[config.mk]
export PLATFORM = sky130hd
export DESIGN_NAME = rbc_reset_ctrl
export DESIGN_NICKNAME = d
export VERILOG_FILES = /design/src/rbc_pkg.sv /design/src/rbc_pin_qual.sv /design/src/rbc_reset_stretch.sv /design/src/rbc_reset_ctrl.sv
export SDC_FILE = /design/constraint.sdc
export NUM_CORES = 1
export LEC_CHECK = 0
export BUFFER_PORTS_ARGS = -buffer_cell sky130_fd_sc_hd__buf_2
export CAP_MARGIN = 20
export CORE_MARGIN = 3
export CORE_UTILIZATION = 47
export CTS_BUF_LIST = sky130_fd_sc_hd__clkbuf_4 sky130_fd_sc_hd__clkbuf_8
export DETAILED_ROUTE_END_ITERATION = 16
export PLACE_DENSITY = 0.86
export SYNTH_ARGS = -nofsm -noshare
export SYNTH_HDL_FRONTEND = slang
export SYNTH_HIERARCHICAL = 1
export SYNTH_SLANG_ARGS = --single-unit
export TNS_END_PERCENT = 1
[constraint.sdc]
create_clock -name clk_i -period 1.73 [get_ports clk_i]
set_clock_uncertainty 0.1 [all_clocks]
set_input_delay 0.173 -clock clk_i [delete_from_list [all_inputs] [get_ports clk_i]]
set_output_delay 0.173 -clock clk_i [all_outputs]
set_load 0.05 [all_outputs]
[src/rbc_pkg.sv]
package rbc_pkg;

  // ****************************************
  // register indexes (byte address = 4 * index)
  // ****************************************
  localparam logic [7:0] IDX_CHIP_CTRL = 8'h9F;
  localparam logic [7:0] IDX_UNLOCK    = 8'hC7;
  localparam logic [7:0] IDX_CFG_BOD   = 8'hE2;
  localparam logic [7:0] IDX_CFG_WDT   = 8'hE3;
  localparam logic [7:0] IDX_STATUS    = 8'hE4;

  // ****************************************
  // unlock keys and reset values
  // ****************************************
  localparam logic [7:0] KEY_FIRST     = 8'hAA;
  localparam logic [7:0] KEY_SECOND    = 8'h55;
  localparam logic [7:0] CFG_RESET     = 8'hFF;
  localparam logic [7:0] CC_RESET      = 8'h00;
  localparam logic [7:0] CC_RW_MASK    = 8'h73;

  // ****************************************
  // field positions
  // ****************************************
  localparam int CC_SOFT_RESET   = 7;
  localparam int CC_BOOT_SELECT  = 1;
  localparam int CFG_BOD_DETECT  = 7;
  localparam int CFG_BOD_LVL_HI  = 6;
  localparam int CFG_BOD_LVL_LO  = 5;
  localparam int CFG_BOD_RESET   = 4;
  localparam int CFG_WDT_DEFAULT = 7;
  localparam int ST_BOR_FLAG     = 2;
  localparam int ST_CPU_RESET    = 0;

  // ****************************************
  // timing, in machine cycles and clocks
  // ****************************************
  localparam int MC_CLKS  = 12;
  localparam int PIN_MC   = 2;
  localparam int PIN_CYC  = PIN_MC * MC_CLKS;
  localparam int HOLD_MC  = 2;
  localparam int HOLD_CYC = HOLD_MC * MC_CLKS;

  typedef enum logic [1:0] {
    RBC_KEY_IDLE,
    RBC_KEY_HALF,
    RBC_KEY_OPEN
  } rbc_key_state_t;

endpackage

[src/rbc_pin_qual.sv]
`timescale 1ns/10ps
module rbc_pin_qual #(
  parameter int CYC = rbc_pkg::PIN_CYC
) (
  input  wire logic clk_i,   // system clock
  input  wire logic srst_i,  // sync reset
  input  wire logic pin_i,   // reset pin level
  output logic      valid_o  // pin held long enough
);

  logic [7:0] cnt_ff;
  logic [7:0] nxt_cnt;

  // count clocks of pin high, saturating one short of the window
  assign nxt_cnt = !pin_i ? 8'h00 :
                   (cnt_ff == 8'(CYC - 1)) ? cnt_ff : cnt_ff + 8'h01;
  // a glitch shorter than the window never reaches the sequencer
  assign valid_o = pin_i & (cnt_ff == 8'(CYC - 1));

  always_ff @(posedge clk_i) begin
    if (srst_i) begin
      cnt_ff <= 8'h00;
    end else begin
      cnt_ff <= nxt_cnt;
    end
  end

  pin_window_a: assert property (
    @(posedge clk_i) disable iff (srst_i)
    valid_o |-> pin_i && $past(pin_i) && $past(pin_i, 2) && cnt_ff != 8'h00)
    else $error("reset pin qualified too early");

endmodule // rbc_pin_qual

[src/rbc_reset_stretch.sv]
`timescale 1ns/10ps
module rbc_reset_stretch #(
  parameter int CYC = rbc_pkg::HOLD_CYC
) (
  input  wire logic clk_i,    // system clock
  input  wire logic srst_i,   // sync reset
  input  wire logic trig_i,   // any reset source
  output logic      active_o, // cpu held in reset
  output logic      done_o    // one-cycle end of sequence
);

  logic [7:0] cnt_ff;
  logic [7:0] nxt_cnt;

  // retrigger restarts the window, so a held pin keeps the cpu down
  assign nxt_cnt  = trig_i ? 8'(CYC) : (cnt_ff != 8'h00) ? cnt_ff - 8'h01 : 8'h00;
  assign active_o = (cnt_ff != 8'h00);
  assign done_o   = (cnt_ff == 8'h01) & ~trig_i;

  // power-up also runs a full window so config is loaded before fetch
  always_ff @(posedge clk_i) begin
    if (srst_i) begin
      cnt_ff <= 8'(CYC);
    end else begin
      cnt_ff <= nxt_cnt;
    end
  end

  hold_length_a: assert property (
    @(posedge clk_i) disable iff (srst_i)
    trig_i |=> active_o [*8])
    else $error("reset window shorter than expected");

endmodule // rbc_reset_stretch

[src/rbc_reset_ctrl.sv]
// Our own choice: the Wishbone register port.
`timescale 1ns/10ps
// Functional notes
// - reset pin valid after two machine cycles high
// - writing soft reset bit starts full reset
// - hardware clears soft reset bit when done
// - boot select zero boots application memory
// - boot choice applies after every reset source
// - config bit 7 enables brown-out detection
// - config bits 6:5 pick brown-out level
// - config bit 4 lets brown-out reset device
// - config bit 7 zero enables watchdog
// - unprogrammed config bytes read all ones
// - brown-out reset sets flag, software clears
module rbc_reset_ctrl (
  input  wire logic        clk_i,          // system clock, 100 MHz
  input  wire logic        srst_i,         // sync reset, power-on
  input  wire logic        wb_cyc_i,       // wishbone cycle
  input  wire logic        wb_stb_i,       // wishbone strobe
  input  wire logic        wb_we_i,        // wishbone write
  input  wire logic [9:0]  wb_adr_i,       // wishbone byte address
  input  wire logic [3:0]  wb_sel_i,       // wishbone byte lanes
  input  wire logic [31:0] wb_dat_i,       // wishbone write data
  output logic      [31:0] wb_dat_o,       // wishbone read data
  output logic             wb_ack_o,       // wishbone acknowledge
  input  wire logic        rst_pin_i,      // external reset pin
  input  wire logic        bod_cmp_i,      // brown-out comparator
  output logic             cpu_reset_o,    // cpu held in reset
  output logic             boot_loader_o,  // 1 loader, 0 application
  output logic             bod_enable_o,   // brown-out detector on
  output logic      [1:0]  bod_level_o,    // threshold code
  output logic             bod_reset_en_o, // brown-out may reset
  output logic             wdt_enable_o    // watchdog on after reset
);

  // ****************************************
  // state
  // ****************************************
  logic                  ack_ff;
  logic [31:0]           dat_ff;
  rbc_pkg::rbc_key_state_t key_ff;
  rbc_pkg::rbc_key_state_t nxt_key;
  logic [7:0]            cc_ff;
  logic                  soft_trig_ff;
  logic [7:0]            cfg_bod_ff;
  logic [7:0]            cfg_wdt_ff;
  logic                  bor_flag_ff;
  logic                  boot_ff;
  logic                  bod_en_ff;
  logic [1:0]            bod_lvl_ff;
  logic                  bod_rst_ff;
  logic                  wdt_en_ff;
  logic [7:0]            rd_byte;

  // ****************************************
  // bus decode
  // ****************************************
  wire [7:0] idx     = wb_adr_i[9:2];
  wire       bus_req = wb_cyc_i & wb_stb_i;
  // writes land on the ack edge, the only edge the master honours
  wire       wr_en   = bus_req & wb_we_i & ack_ff & wb_sel_i[0];
  wire [7:0] wr_byte = wb_dat_i[7:0];
  wire       hit_cc  = (idx == rbc_pkg::IDX_CHIP_CTRL);
  wire       hit_key = (idx == rbc_pkg::IDX_UNLOCK);
  wire       hit_cb  = (idx == rbc_pkg::IDX_CFG_BOD);
  wire       hit_cw  = (idx == rbc_pkg::IDX_CFG_WDT);
  wire       hit_st  = (idx == rbc_pkg::IDX_STATUS);

  // ****************************************
  // reset sources
  // ****************************************
  wire pin_valid;
  wire seq_done;
  // protected write only when the unlock pair came just before
  wire cc_wr    = wr_en & hit_cc & (key_ff == rbc_pkg::RBC_KEY_OPEN);
  wire sw_start = cc_wr & wr_byte[rbc_pkg::CC_SOFT_RESET];
  wire bor_evt  = bod_cmp_i & bod_en_ff & bod_rst_ff;
  wire seq_trig = pin_valid | sw_start | bor_evt;
  wire flag_clr = wr_en & hit_st & ~wr_byte[rbc_pkg::ST_BOR_FLAG];

  rbc_pin_qual #(
    .CYC (rbc_pkg::PIN_CYC)
  ) u_pin (
    .clk_i   (clk_i),
    .srst_i  (srst_i),
    .pin_i   (rst_pin_i),
    .valid_o (pin_valid)
  );

  rbc_reset_stretch #(
    .CYC (rbc_pkg::HOLD_CYC)
  ) u_seq (
    .clk_i    (clk_i),
    .srst_i   (srst_i),
    .trig_i   (seq_trig),
    .active_o (cpu_reset_o),
    .done_o   (seq_done)
  );

  // ****************************************
  // unlock sequence
  // ****************************************
  // any other write between keys drops back, reads do not disturb it
  always_comb begin
    nxt_key = key_ff;
    if (wr_en) begin
      case (key_ff)
        rbc_pkg::RBC_KEY_IDLE: begin
          if (hit_key && wr_byte == rbc_pkg::KEY_FIRST) begin
            nxt_key = rbc_pkg::RBC_KEY_HALF;
          end
        end
        rbc_pkg::RBC_KEY_HALF: begin
          if (hit_key && wr_byte == rbc_pkg::KEY_SECOND) begin
            nxt_key = rbc_pkg::RBC_KEY_OPEN;
          end else begin
            nxt_key = rbc_pkg::RBC_KEY_IDLE;
          end
        end
        default: begin
          nxt_key = rbc_pkg::RBC_KEY_IDLE; // one write per unlock
        end
      endcase
    end
  end

  // ****************************************
  // read mux
  // ****************************************
  always_comb begin
    if (hit_cc) begin
      rd_byte = {soft_trig_ff, cc_ff[6:0]};
    end else if (hit_cb) begin
      rd_byte = cfg_bod_ff;
    end else if (hit_cw) begin
      rd_byte = cfg_wdt_ff;
    end else if (hit_st) begin
      rd_byte = {5'h00, bor_flag_ff, 1'b0, cpu_reset_o};
    end else begin
      rd_byte = 8'h00; // unlock port and unmapped read zero
    end
  end

  // wishbone slave: one wait state, ack drops the cycle after it rises
  always_ff @(posedge clk_i) begin
    if (srst_i) begin
      ack_ff <= 1'b0;
      dat_ff <= 32'h0000_0000;
    end else begin
      ack_ff <= bus_req & ~ack_ff;
      dat_ff <= {24'h00_0000, rd_byte};
    end
  end

  assign wb_ack_o = ack_ff;
  assign wb_dat_o = dat_ff;

  // ****************************************
  // software registers
  // ****************************************
  // soft reset bit: set wins over the hardware clear
  always_ff @(posedge clk_i) begin
    if (srst_i) begin
      key_ff       <= rbc_pkg::RBC_KEY_IDLE;
      cc_ff        <= rbc_pkg::CC_RESET;
      soft_trig_ff <= 1'b0;
    end else begin
      key_ff       <= nxt_key;
      cc_ff        <= cc_wr ? (wr_byte & rbc_pkg::CC_RW_MASK) : cc_ff;
      soft_trig_ff <= sw_start | (soft_trig_ff & ~seq_done);
    end
  end

  // config bytes keep their value across soft resets
  always_ff @(posedge clk_i) begin
    if (srst_i) begin
      cfg_bod_ff <= rbc_pkg::CFG_RESET;
      cfg_wdt_ff <= rbc_pkg::CFG_RESET;
    end else begin
      cfg_bod_ff <= (wr_en & hit_cb) ? wr_byte : cfg_bod_ff;
      cfg_wdt_ff <= (wr_en & hit_cw) ? wr_byte : cfg_wdt_ff;
    end
  end

  // only power-on resets the flag; a new event beats a software clear
  always_ff @(posedge clk_i) begin
    if (srst_i) begin
      bor_flag_ff <= 1'b0;
    end else begin
      bor_flag_ff <= bor_evt | (bor_flag_ff & ~flag_clr);
    end
  end

  // ****************************************
  // live controls
  // ****************************************
  // reloaded on every reset cycle, frozen while the cpu runs
  always_ff @(posedge clk_i) begin
    if (srst_i) begin
      boot_ff    <= rbc_pkg::CC_RESET[rbc_pkg::CC_BOOT_SELECT];
      bod_en_ff  <= rbc_pkg::CFG_RESET[rbc_pkg::CFG_BOD_DETECT];
      bod_lvl_ff <= rbc_pkg::CFG_RESET[rbc_pkg::CFG_BOD_LVL_HI:rbc_pkg::CFG_BOD_LVL_LO];
      bod_rst_ff <= rbc_pkg::CFG_RESET[rbc_pkg::CFG_BOD_RESET];
      wdt_en_ff  <= ~rbc_pkg::CFG_RESET[rbc_pkg::CFG_WDT_DEFAULT];
    end else if (cpu_reset_o) begin
      boot_ff    <= cc_ff[rbc_pkg::CC_BOOT_SELECT];
      bod_en_ff  <= cfg_bod_ff[rbc_pkg::CFG_BOD_DETECT];
      bod_lvl_ff <= cfg_bod_ff[rbc_pkg::CFG_BOD_LVL_HI:rbc_pkg::CFG_BOD_LVL_LO];
      bod_rst_ff <= cfg_bod_ff[rbc_pkg::CFG_BOD_RESET];
      wdt_en_ff  <= ~cfg_wdt_ff[rbc_pkg::CFG_WDT_DEFAULT];
    end
  end

  assign boot_loader_o  = boot_ff;
  assign bod_enable_o   = bod_en_ff;
  assign bod_level_o    = bod_lvl_ff;
  assign bod_reset_en_o = bod_rst_ff;
  assign wdt_enable_o   = wdt_en_ff;

  // ****************************************
  // checks
  // ****************************************
  ack_pulse_a: assert property (
    @(posedge clk_i) disable iff (srst_i)
    wb_ack_o |=> !wb_ack_o)
    else $error("ack held longer than one cycle");

  sw_start_a: assert property (
    @(posedge clk_i) disable iff (srst_i)
    sw_start |=> cpu_reset_o && soft_trig_ff)
    else $error("soft reset write did not reset the cpu");

  sw_clear_a: assert property (
    @(posedge clk_i) disable iff (srst_i)
    $fell(cpu_reset_o) |-> !soft_trig_ff)
    else $error("soft reset bit still set after sequence");

  boot_pick_a: assert property (
    @(posedge clk_i) disable iff (srst_i)
    $fell(cpu_reset_o) |-> boot_loader_o == $past(cc_ff[rbc_pkg::CC_BOOT_SELECT]))
    else $error("boot memory does not follow boot select");

  bod_live_a: assert property (
    @(posedge clk_i) disable iff (srst_i)
    $fell(cpu_reset_o) |-> bod_enable_o == $past(cfg_bod_ff[rbc_pkg::CFG_BOD_DETECT])
      && bod_level_o == $past(cfg_bod_ff[6:5]))
    else $error("brown-out controls not reloaded");

  bor_reset_a: assert property (
    @(posedge clk_i) disable iff (srst_i)
    (bod_cmp_i && bod_en_ff && bod_rst_ff) |=> cpu_reset_o && bor_flag_ff)
    else $error("brown-out event did not reset and flag");

  bor_quiet_a: assert property (
    @(posedge clk_i) disable iff (srst_i)
    (!cpu_reset_o && !bod_rst_ff && !pin_valid && !sw_start) |=> !cpu_reset_o)
    else $error("reset with brown-out reset disabled");

  wdt_default_a: assert property (
    @(posedge clk_i) disable iff (srst_i)
    $fell(cpu_reset_o) |-> wdt_enable_o != $past(cfg_wdt_ff[rbc_pkg::CFG_WDT_DEFAULT]))
    else $error("watchdog default wrong after reset");

  cfg_blank_a: assert property (
    @(posedge clk_i) disable iff (srst_i)
    $fell(srst_i) |-> cfg_bod_ff == 8'hFF && cfg_wdt_ff == 8'hFF && bod_enable_o)
    else $error("config bytes not all ones after power-on");

  bor_flag_a: assert property (
    @(posedge clk_i) disable iff (srst_i)
    (bor_flag_ff && !flag_clr) |=> bor_flag_ff)
    else $error("brown-out flag lost without a clear");

  locked_write_a: assert property (
    @(posedge clk_i) disable iff (srst_i)
    (wr_en && hit_cc && key_ff != rbc_pkg::RBC_KEY_OPEN) |=> $stable(cc_ff) && !sw_start)
    else $error("chip control changed without unlock");

  pin_reset_a: assert property (
    @(posedge clk_i) disable iff (srst_i)
    pin_valid |=> cpu_reset_o [*3])
    else $error("qualified pin did not hold the cpu");

  // reload checks look one edge after the reset cycle that loaded them
  boot_every_a: assert property (
    @(posedge clk_i) disable iff (srst_i)
    cpu_reset_o |=> boot_loader_o == $past(cc_ff[rbc_pkg::CC_BOOT_SELECT]))
    else $error("boot select not reloaded during reset");

  level_reload_a: assert property (
    @(posedge clk_i) disable iff (srst_i)
    cpu_reset_o |=> bod_level_o ==
      $past(cfg_bod_ff[rbc_pkg::CFG_BOD_LVL_HI:rbc_pkg::CFG_BOD_LVL_LO]))
    else $error("brown-out level not reloaded during reset");

  soft_bit_run_a: assert property (
    @(posedge clk_i) disable iff (srst_i)
    soft_trig_ff |-> cpu_reset_o)
    else $error("soft reset bit set while cpu runs");

  unlock_once_a: assert property (
    @(posedge clk_i) disable iff (srst_i)
    (wr_en && key_ff == rbc_pkg::RBC_KEY_OPEN) |=> key_ff == rbc_pkg::RBC_KEY_IDLE)
    else $error("unlock not consumed by the next write");

endmodule // rbc_reset_ctrl

==> summary.md, run 1 <==
| Metric | Value |
|---|---|
| Clock sink count | 56 |
| Max IR drop VDD | 0.3992 mV |
| Die area | 6785 sq um |
| Area share of the largest cell type after synthesis | 0.4089 |
| First-pass GRT wire length | 10.23 mm |
| Sequential-to-total area share from yosys stat | 0.4089 |
| Final setup viols | 6 |
| Top cells by area, synth | dfxtp_1 (41%), buf_4 (6.6%), mux2i_1 (6.2%), nor2_1 (5.3%), a211o_1 (3.8%) |
| CP startpoint kind | flip-flop |
| Drt pass-1 iters | 6 |
| Clock power share | 0.294 |
| Max-Cap Viols | 0 |
| Most common cell after layout, fill and taps aside | dfxtp_1 |
| Post-Syn Instances | 311 |
| Required @ worst endpoint | around 1.9 ns |
| Synthesis-stage register bit count | 56 |
| Initial Util | 0.4918 |
| Via-to-Cell Ratio | 5.353 |
| Detailed-placement wirelength estimate | approximately 5 mm |
| Synthesized area | about 2700 sq um |
| DR DRC count | 0 |
| Register Area | 1130 sq um |
| Die width | just over 80 um |
| Worst hold-check path type | in -> reg |
| Sw frac | 0.2775 |
| Combinational group share of total power | 0.151 |
| Antenna Nets Post-Route | 0 |
| Setup TNS Final | -0.3162 ns |
| Synth-to-layout area growth | 25.01% |
| Crit. End Element | flip-flop |
| Pin count of the biggest net entering global routing | 27 |
| Met1 Use GR | 0.2401 |
| Slew Limit Fails | 0 |
| Finished Cell Area | 3427 sq um |
| Ant diodes | 0 |
| TritonCTS Buffers | 5 |
| Die height | 82.37 um |
| Worst skew pair latency | 0.31 ns |
| Crit Path Class | reg -> reg |
| Top_reg_cell synth | dfxtp_1 |
| Static leakage power | roughly 1.4 nW |
| Fin. Hold Viols | 0 |
| Post-synth EDFFs | 0 |
| Area after DPL | ~3200 sq um |
| Rows | 27 |
| IO Pins | slightly above 90 |
| Most frequent cells in the layout | dfxtp_1 (51), buf_4 (46), buf_2 (38), nor2_1 (37), conb_1 (24) |
| Clk slew on worst S/H paths | about 0.09 ns |
| Crit-path max FO | 2 |
| Internal power | 1.705 mW |
| Area leader, netlist | dfxtp_1 |
| Tmin final | 1.817 ns |
| Pwr/cell area | 688.7 nW/um^2 |
| GP Congestion | 0.9262 |
| All-Layer GR Usage | 0.1971 |
| GRT overflow | 0 |
| Multi-input gate area | 1475 sq um |
| RSZ-0062 raised after global routing | true |
| Warnings from Yosys | 6 |
| Met2 Usage GRT | 0.3317 |
| Vias in the first global route | 2,305 |
| DRT iter0 DRCs | 192 |
| Failing checks | negative setup slack |
| CP arrival | between 1.5 and 2 ns |
| Switching power | about 0.66 mW |
| Ys async rst share | 0 |
| Filler instances | 447 |
| TritonCTS clock tree | built |
| F_max | 550.4 MHz |
| Fraction of layout cells with a size suffix above 1 | 0.3131 |
| Clock root buffer | clkbuf_8 |
| Fin crit share | 1.050 |
| Final worst setup slack | -0.08700 ns |
| Port Buffers | 39 |
| GR Util met3 | 0.04338 |
| Nets@finish | 453 |
| Average wire per standard cell | 14.05 um |
| Max Root-Sink Buffers | 2 |
| WL final | roughly 6.6 mm |
| Via total after detailed routing | 2,505 |
| Status | complete, but fails checks |
| Initial antenna violation count | 0 |
| Gr busiest metal | met2 |
| Syn avg cell area | 8.815 sq um |
| Core ar. | 5574 sq um |
| Reg power frac | 0.555 |
| Unique masters post-synth | 55 |
| H-tree Lvls | 2 |
-- layer usage --
layer,up-vias,wire (um)
met3,17,407
met2,90,3240
met1,1183,2750
met4,0,177
li1,1215,-
met5,-,0
-- layout make-up --
cell class / instances / share of cell area
tap: 72 / 0.02629
clock buffer: 6 / 0.02227
timing repair buffer: 89 / 0.1723
clock inverter: 1 / 0.001460
inverter: 16 / 0.01752
multi-input combinational: 228 / 0.4304
sequential: 56 / 0.3297
-- final timing paths --
check / startpoint / endpoint / slack [ns] / cells past startpoint
setup / recovery: u_pin/cnt_ff[7]$_SDFFE_PP0P_ / soft_trig_ff$_SDFF_PP0_ / -0.09 / 8
hold / removal: wb_cyc_i / wb_ack_o$_SDFF_PP0_ / 0.02 / 3
setup reg to reg: u_pin/cnt_ff[7]$_SDFFE_PP0P_ / soft_trig_ff$_SDFF_PP0_ / -0.09 / 8
hold reg to reg: cc_ff[4]$_SDFFE_PP0P_ / wb_dat_o[4]$_SDFF_PP0_ / 0.36 / 1
-- cell families after synthesis --
family,share of synthesized area
AND/OR/NAND/NOR,0.2460
AO/OA/AOI/OAI,0.1360
flip-flops,0.4089
buffers and inverters,0.1082
multiplexers,0.06207
XOR/XNOR,0.01917
adder cells (fa/ha/maj),0.01826
other,0.001368
-- cells in the mapped netlist, types with 2 or more instances --
cell and count:
nor4_1 3, nand2b_1 4, dfxtp_1 56, o21ai_0 12, o2bb2ai_1 5, xnor2_1 4
o31ai_1 2, nand3_1 11, nor2b_1 4, buf_4 24, or4_1 2, clkbuf_1 7
nor3_1 8, and3_1 2, nor2_1 39, ha_1 4, xor2_1 2, nand4b_1 3
a22oi_1 2, a21oi_1 16, nand4_1 3, nor3b_1 2, or3_1 7, a211o_1 12
nor4b_1 2, nand2_1 14, mux2i_1 17, inv_1 16, or2_2 2
-- power by group through the flow --
stage          combinational [mW]  sequential [mW]  clock [mW]
6_report                    0.355             1.31       0.694
5_1_grt                     0.378             1.31       0.738
3_5_place_dp                0.335             1.34           0
2_1_floorplan               0.251             1.35           0
4_1_cts                     0.343             1.31       0.703
3_3_place_gp                0.326             1.34           0
-- critical path, cell delays in order, from the launching register on --
cell and delay [ns]:
dfxtp_2 0.33, or3b_4 0.39, or2_4 0.26, nor2_2 0.08, nand3b_1 0.16, buf_6 0.13, nor4b_4 0.04, nand2b_1 0.15
a21oi_2 0.12
-- sequential cells by signal (all words and copies together), names as in the netlist --
name and cells:
bod_reset_en_o 1, cfg_wdt_ff 8, wb_ack_o 1, u_seq/cnt_ff 8, wdt_enable_o 1, bod_enable_o 1, boot_loader_o 1, key_ff 2
cfg_bod_ff 8, soft_trig_ff 1, bor_flag_ff 1, bod_level_o 2, wb_dat_o 8, u_pin/cnt_ff 8, cc_ff 5
-- stage by stage --
step,util,hold WS (ns),setup slack [ns],total power [mW],cells
2_1_floorplan,-,0.1816,-0.1372,1.600,334
3_3_place_gp,0.5796,0.3055,-0.1994,1.664,457
3_5_place_dp,0.5796,0.3311,-0.2621,1.675,457
4_1_cts,0.6061,0.005017,-0.05628,2.355,468
5_1_grt,0.6148,0.01627,-0.1694,2.429,468
6_report,0.6148,0.01533,-0.08700,2.360,468
-- what timing repair did --
item,in CTS,in global routing
pin swaps,8,9
endpoints found under the setup margin,13,24
buffers inserted,3,0
endpoints found under the hold margin,1,0
hold buffers,1,0
resized for setup,11,14
Power figures use the tool's default switching activity.
==> inputs of run 2 (changes only) <==
--- a/config.mk
+++ b/config.mk
@@ -7,6 +7,7 @@
 export LEC_CHECK = 0
 export BUFFER_PORTS_ARGS = -buffer_cell sky130_fd_sc_hd__buf_2
 export CAP_MARGIN = 20
+export CORE_ASPECT_RATIO = 2
 export CORE_MARGIN = 3
 export CORE_UTILIZATION = 47
 export CTS_BUF_LIST = sky130_fd_sc_hd__clkbuf_4 sky130_fd_sc_hd__clkbuf_8
==> run 2 against run 1 <==
The run still ends with negative setup slack left. Hold slack improved by 0.035 ns. Cell count fell by 1.9%. Die area rose by 0.83%. Sequential power barely moved. First-iteration DRC count fell by 49%. Via count rose by 1.8%. Global-route usage rose by 2.1 points. Register-to-register slack barely moved. Critical path depth fell by 3. Clock power rose by 27%. Routed wire length rose by 9.3%. Critical path type is now reg -> out. Utilization rose by 1.5 points.
==> summary.md, run 2 (synthesis results as in run 1) <==
| Metric | Value |
|---|---|
| Clock sink count | 56 (unchanged) |
| Max Root-Sink Buffers | 2 (unchanged) |
| Nets@finish | 455 (+0.44%) |
| Clk slew on worst S/H paths | 0.11 ns (+0.02 ns) |
| Initial Util | 0.4971 (+0.005244) |
| Reg2reg path depth | 8 (unchanged) |
| Most frequent cells in the layout | dfxtp_1 (49), buf_4 (48), buf_2 (38), nor2_1 (37), conb_1 (24) |
| Pwr/cell area | 733.5 nW/um^2 (+6.5%) |
| First-pass GRT wire length | 11.40 mm (+11%) |
| CP peak stage delay | 0.41 ns (+0.02 ns) |
| Flop2flop setup slack | -0.10 ns (about the same) |
| DRT iter0 DRCs | 98 (-49%) |
| Die width | 60.01 um (-27%) |
| WL final | 7.186 mm (+9.3%) |
| Critical path's slowest cell | or3_4 |
| Worst R2R End | u_seq/cnt_ff[6]$_SDFF_PP0_ |
| Final worst setup slack | -0.1355 ns (-0.04853 ns) |
| Status | complete, but fails checks |
| Fin. Hold Viols | 0 (unchanged) |
| GRT overflow | 0 (unchanged) |
| Pwr Total | 2.548 mW (+7.9%) |
| Hold Path Depth | 3 (unchanged) |
| IO Pins | 93 (unchanged) |
| Static leakage power | 1.466 nW (+1.9%) |
| Place WS | -0.2750 ns (-0.01295 ns) |
| Pin count of the biggest net entering global routing | 27 (unchanged) |
| DR DRC count | 0 (unchanged) |
| Via-to-Cell Ratio | 5.558 (+3.8%) |
| Vias in the first global route | 2,618 (+14%) |
| Core ar. | 5515 sq um (-1.1%) |
| Final setup viols | 14 (+8) |
| Filler instances | 451 (+0.89%) |
| Worst hold-check path type | in -> reg |
| Slew Limit Fails | 0 (unchanged) |
| CP arrival | 1.59 ns (-0.37 ns) |
| Worst R2R Start | u_pin/cnt_ff[5]$_SDFFE_PP0P_ |
| Crit. End Element | output port |
| Max IR drop VDD | 0.7237 mV (+81%) |
| Port Buffers | 39 (unchanged) |
| GP Congestion | 0.9070 (-2.1%) |
| Rows | 38 (+41%) |
| Tmin final | 1.866 ns (+0.04853 ns) |
| Cells after DPL | 445 (-2.6%) |
| Failing checks | negative setup slack |
| Crit Path Class | reg -> out |
| Hold Path End | cc_ff[1]$_SDFFE_PP0P_ |
| Cell breakdown of the critical path | or3_4, nor3_4, inv_2, buf_4, buf_6 |
| Setup TNS Final | -0.8932 ns (-0.5770 ns) |
| Detailed-placement wirelength estimate | 5.450 mm (+9.1%) |
| CP startpoint kind | flip-flop |
| Worst skew pair latency | 0.31 ns (about the same) |
| Min-delay src | wb_dat_i[1] |
| Die area | 6841 sq um (+0.83%) |
| Drt pass-1 iters | 4 (-2) |
| Fraction of layout cells with a size suffix above 1 | 0.3133 (about the same) |
| Required @ worst endpoint | 1.46 ns (-0.42 ns) |
| Average wire per standard cell | 15.66 um (+11%) |
| Synth-to-layout area growth | 26.70% |
| Initial antenna violation count | 0 (unchanged) |
| RSZ-0062 raised after global routing | true |
| Critical path depth in cells | 5 (-3) |
| CP bufs+invs | 3 (+2) |
| TritonCTS clock tree | built |
| Max-Cap Viols | 0 (unchanged) |
| Antenna Nets Post-Route | 0 (unchanged) |
| Core Util, Final | 0.6298 (+0.01495) |
| CP delay by family, top | simple AND/OR/NAND/NOR gates |
| Final std cells w/o fill | 459 (-1.9%) |
| TritonCTS Buffers | 5 (unchanged) |
| Clock root buffer | clkbuf_8 |
| Via total after detailed routing | 2,551 (+1.8%) |
| Fin crit share | 1.078 (+0.02805) |
| H-tree Lvls | 2 (unchanged) |
| Ant diodes | 0 (unchanged) |
| Die height | 114.0 um (+38%) |
| F_max | 536.0 MHz (-2.6%) |
| Crit-path max FO | 2 (unchanged) |
| All-Layer GR Usage | 0.2182 (+0.02104) |
| Most common cell after layout, fill and taps aside | dfxtp_1 |
-- run 2: cell type report --
type,count,area (sq um),area share
well taps,60,75.07,0.02161
repair buffers,91,613.1,0.1765
clock inverters,3,46.29,0.01333
flip-flops and latches,56,1132,0.3260
clock buffers,5,68.82,0.01981
multi-input cells,228,1478,0.4254
inverters,16,60.06,0.01729
-- run 2: worst min-delay path, stage by stage --
cell	delay, ns
buf_2	0.13
nand3_1	0.07
a21oi_1	0.05
-- run 2: what timing repair did --
item,CTS,global route
setup buffers,3,1
resized for setup,11,14
hold endpoints to repair,1,0
pin swaps,2,4
hold buffers,2,0
setup endpoints to repair,13,25
-- run 2: worst max-delay path by stage --
stage                                 startpoint                    endpoint  slack (ns)
finish                u_seq/cnt_ff[7]$_SDFF_PP0_                 cpu_reset_o       -0.14
global route        u_pin/cnt_ff[5]$_SDFFE_PP0P_  u_seq/cnt_ff[6]$_SDFF_PP0_       -0.17
CTS                   u_seq/cnt_ff[5]$_SDFF_PP0_                 cpu_reset_o       -0.14
detailed placement                   wb_adr_i[5]      key_ff[1]$_SDFFE_PP0P_       -0.27
global placement                     wb_adr_i[5]      key_ff[1]$_SDFFE_PP0P_       -0.27
floorplan                            wb_adr_i[4]  cfg_bod_ff[0]$_SDFFE_PP1P_       -0.14
-- run 2: layer usage --
metal,wire [um],GRT usage,part of all wire,vias up
li1,-,-,-,1219
met1,2403,0.1997,0.33,1219
met2,4041,0.4003,0.56,83
met3,305,0.03851,0.042,30
met4,436,0.1568,0.061,0
met5,0,0,0,-
-- run 2: through the flow --
step                      hold WS, ns  cell area, sq um
after global placement         0.3040              3228
after global routing          0.05169              3473
after CTS                     0.04321              3418
after detailed placement       0.3115              3228
final                         0.04996              3473
after floorplan                0.1816              2838
-- run 2: power breakdown --
part,internal (mW),switching (mW)
combinational,0.111,0.245
clock,0.439,0.440
sequential,1.30,0.00953
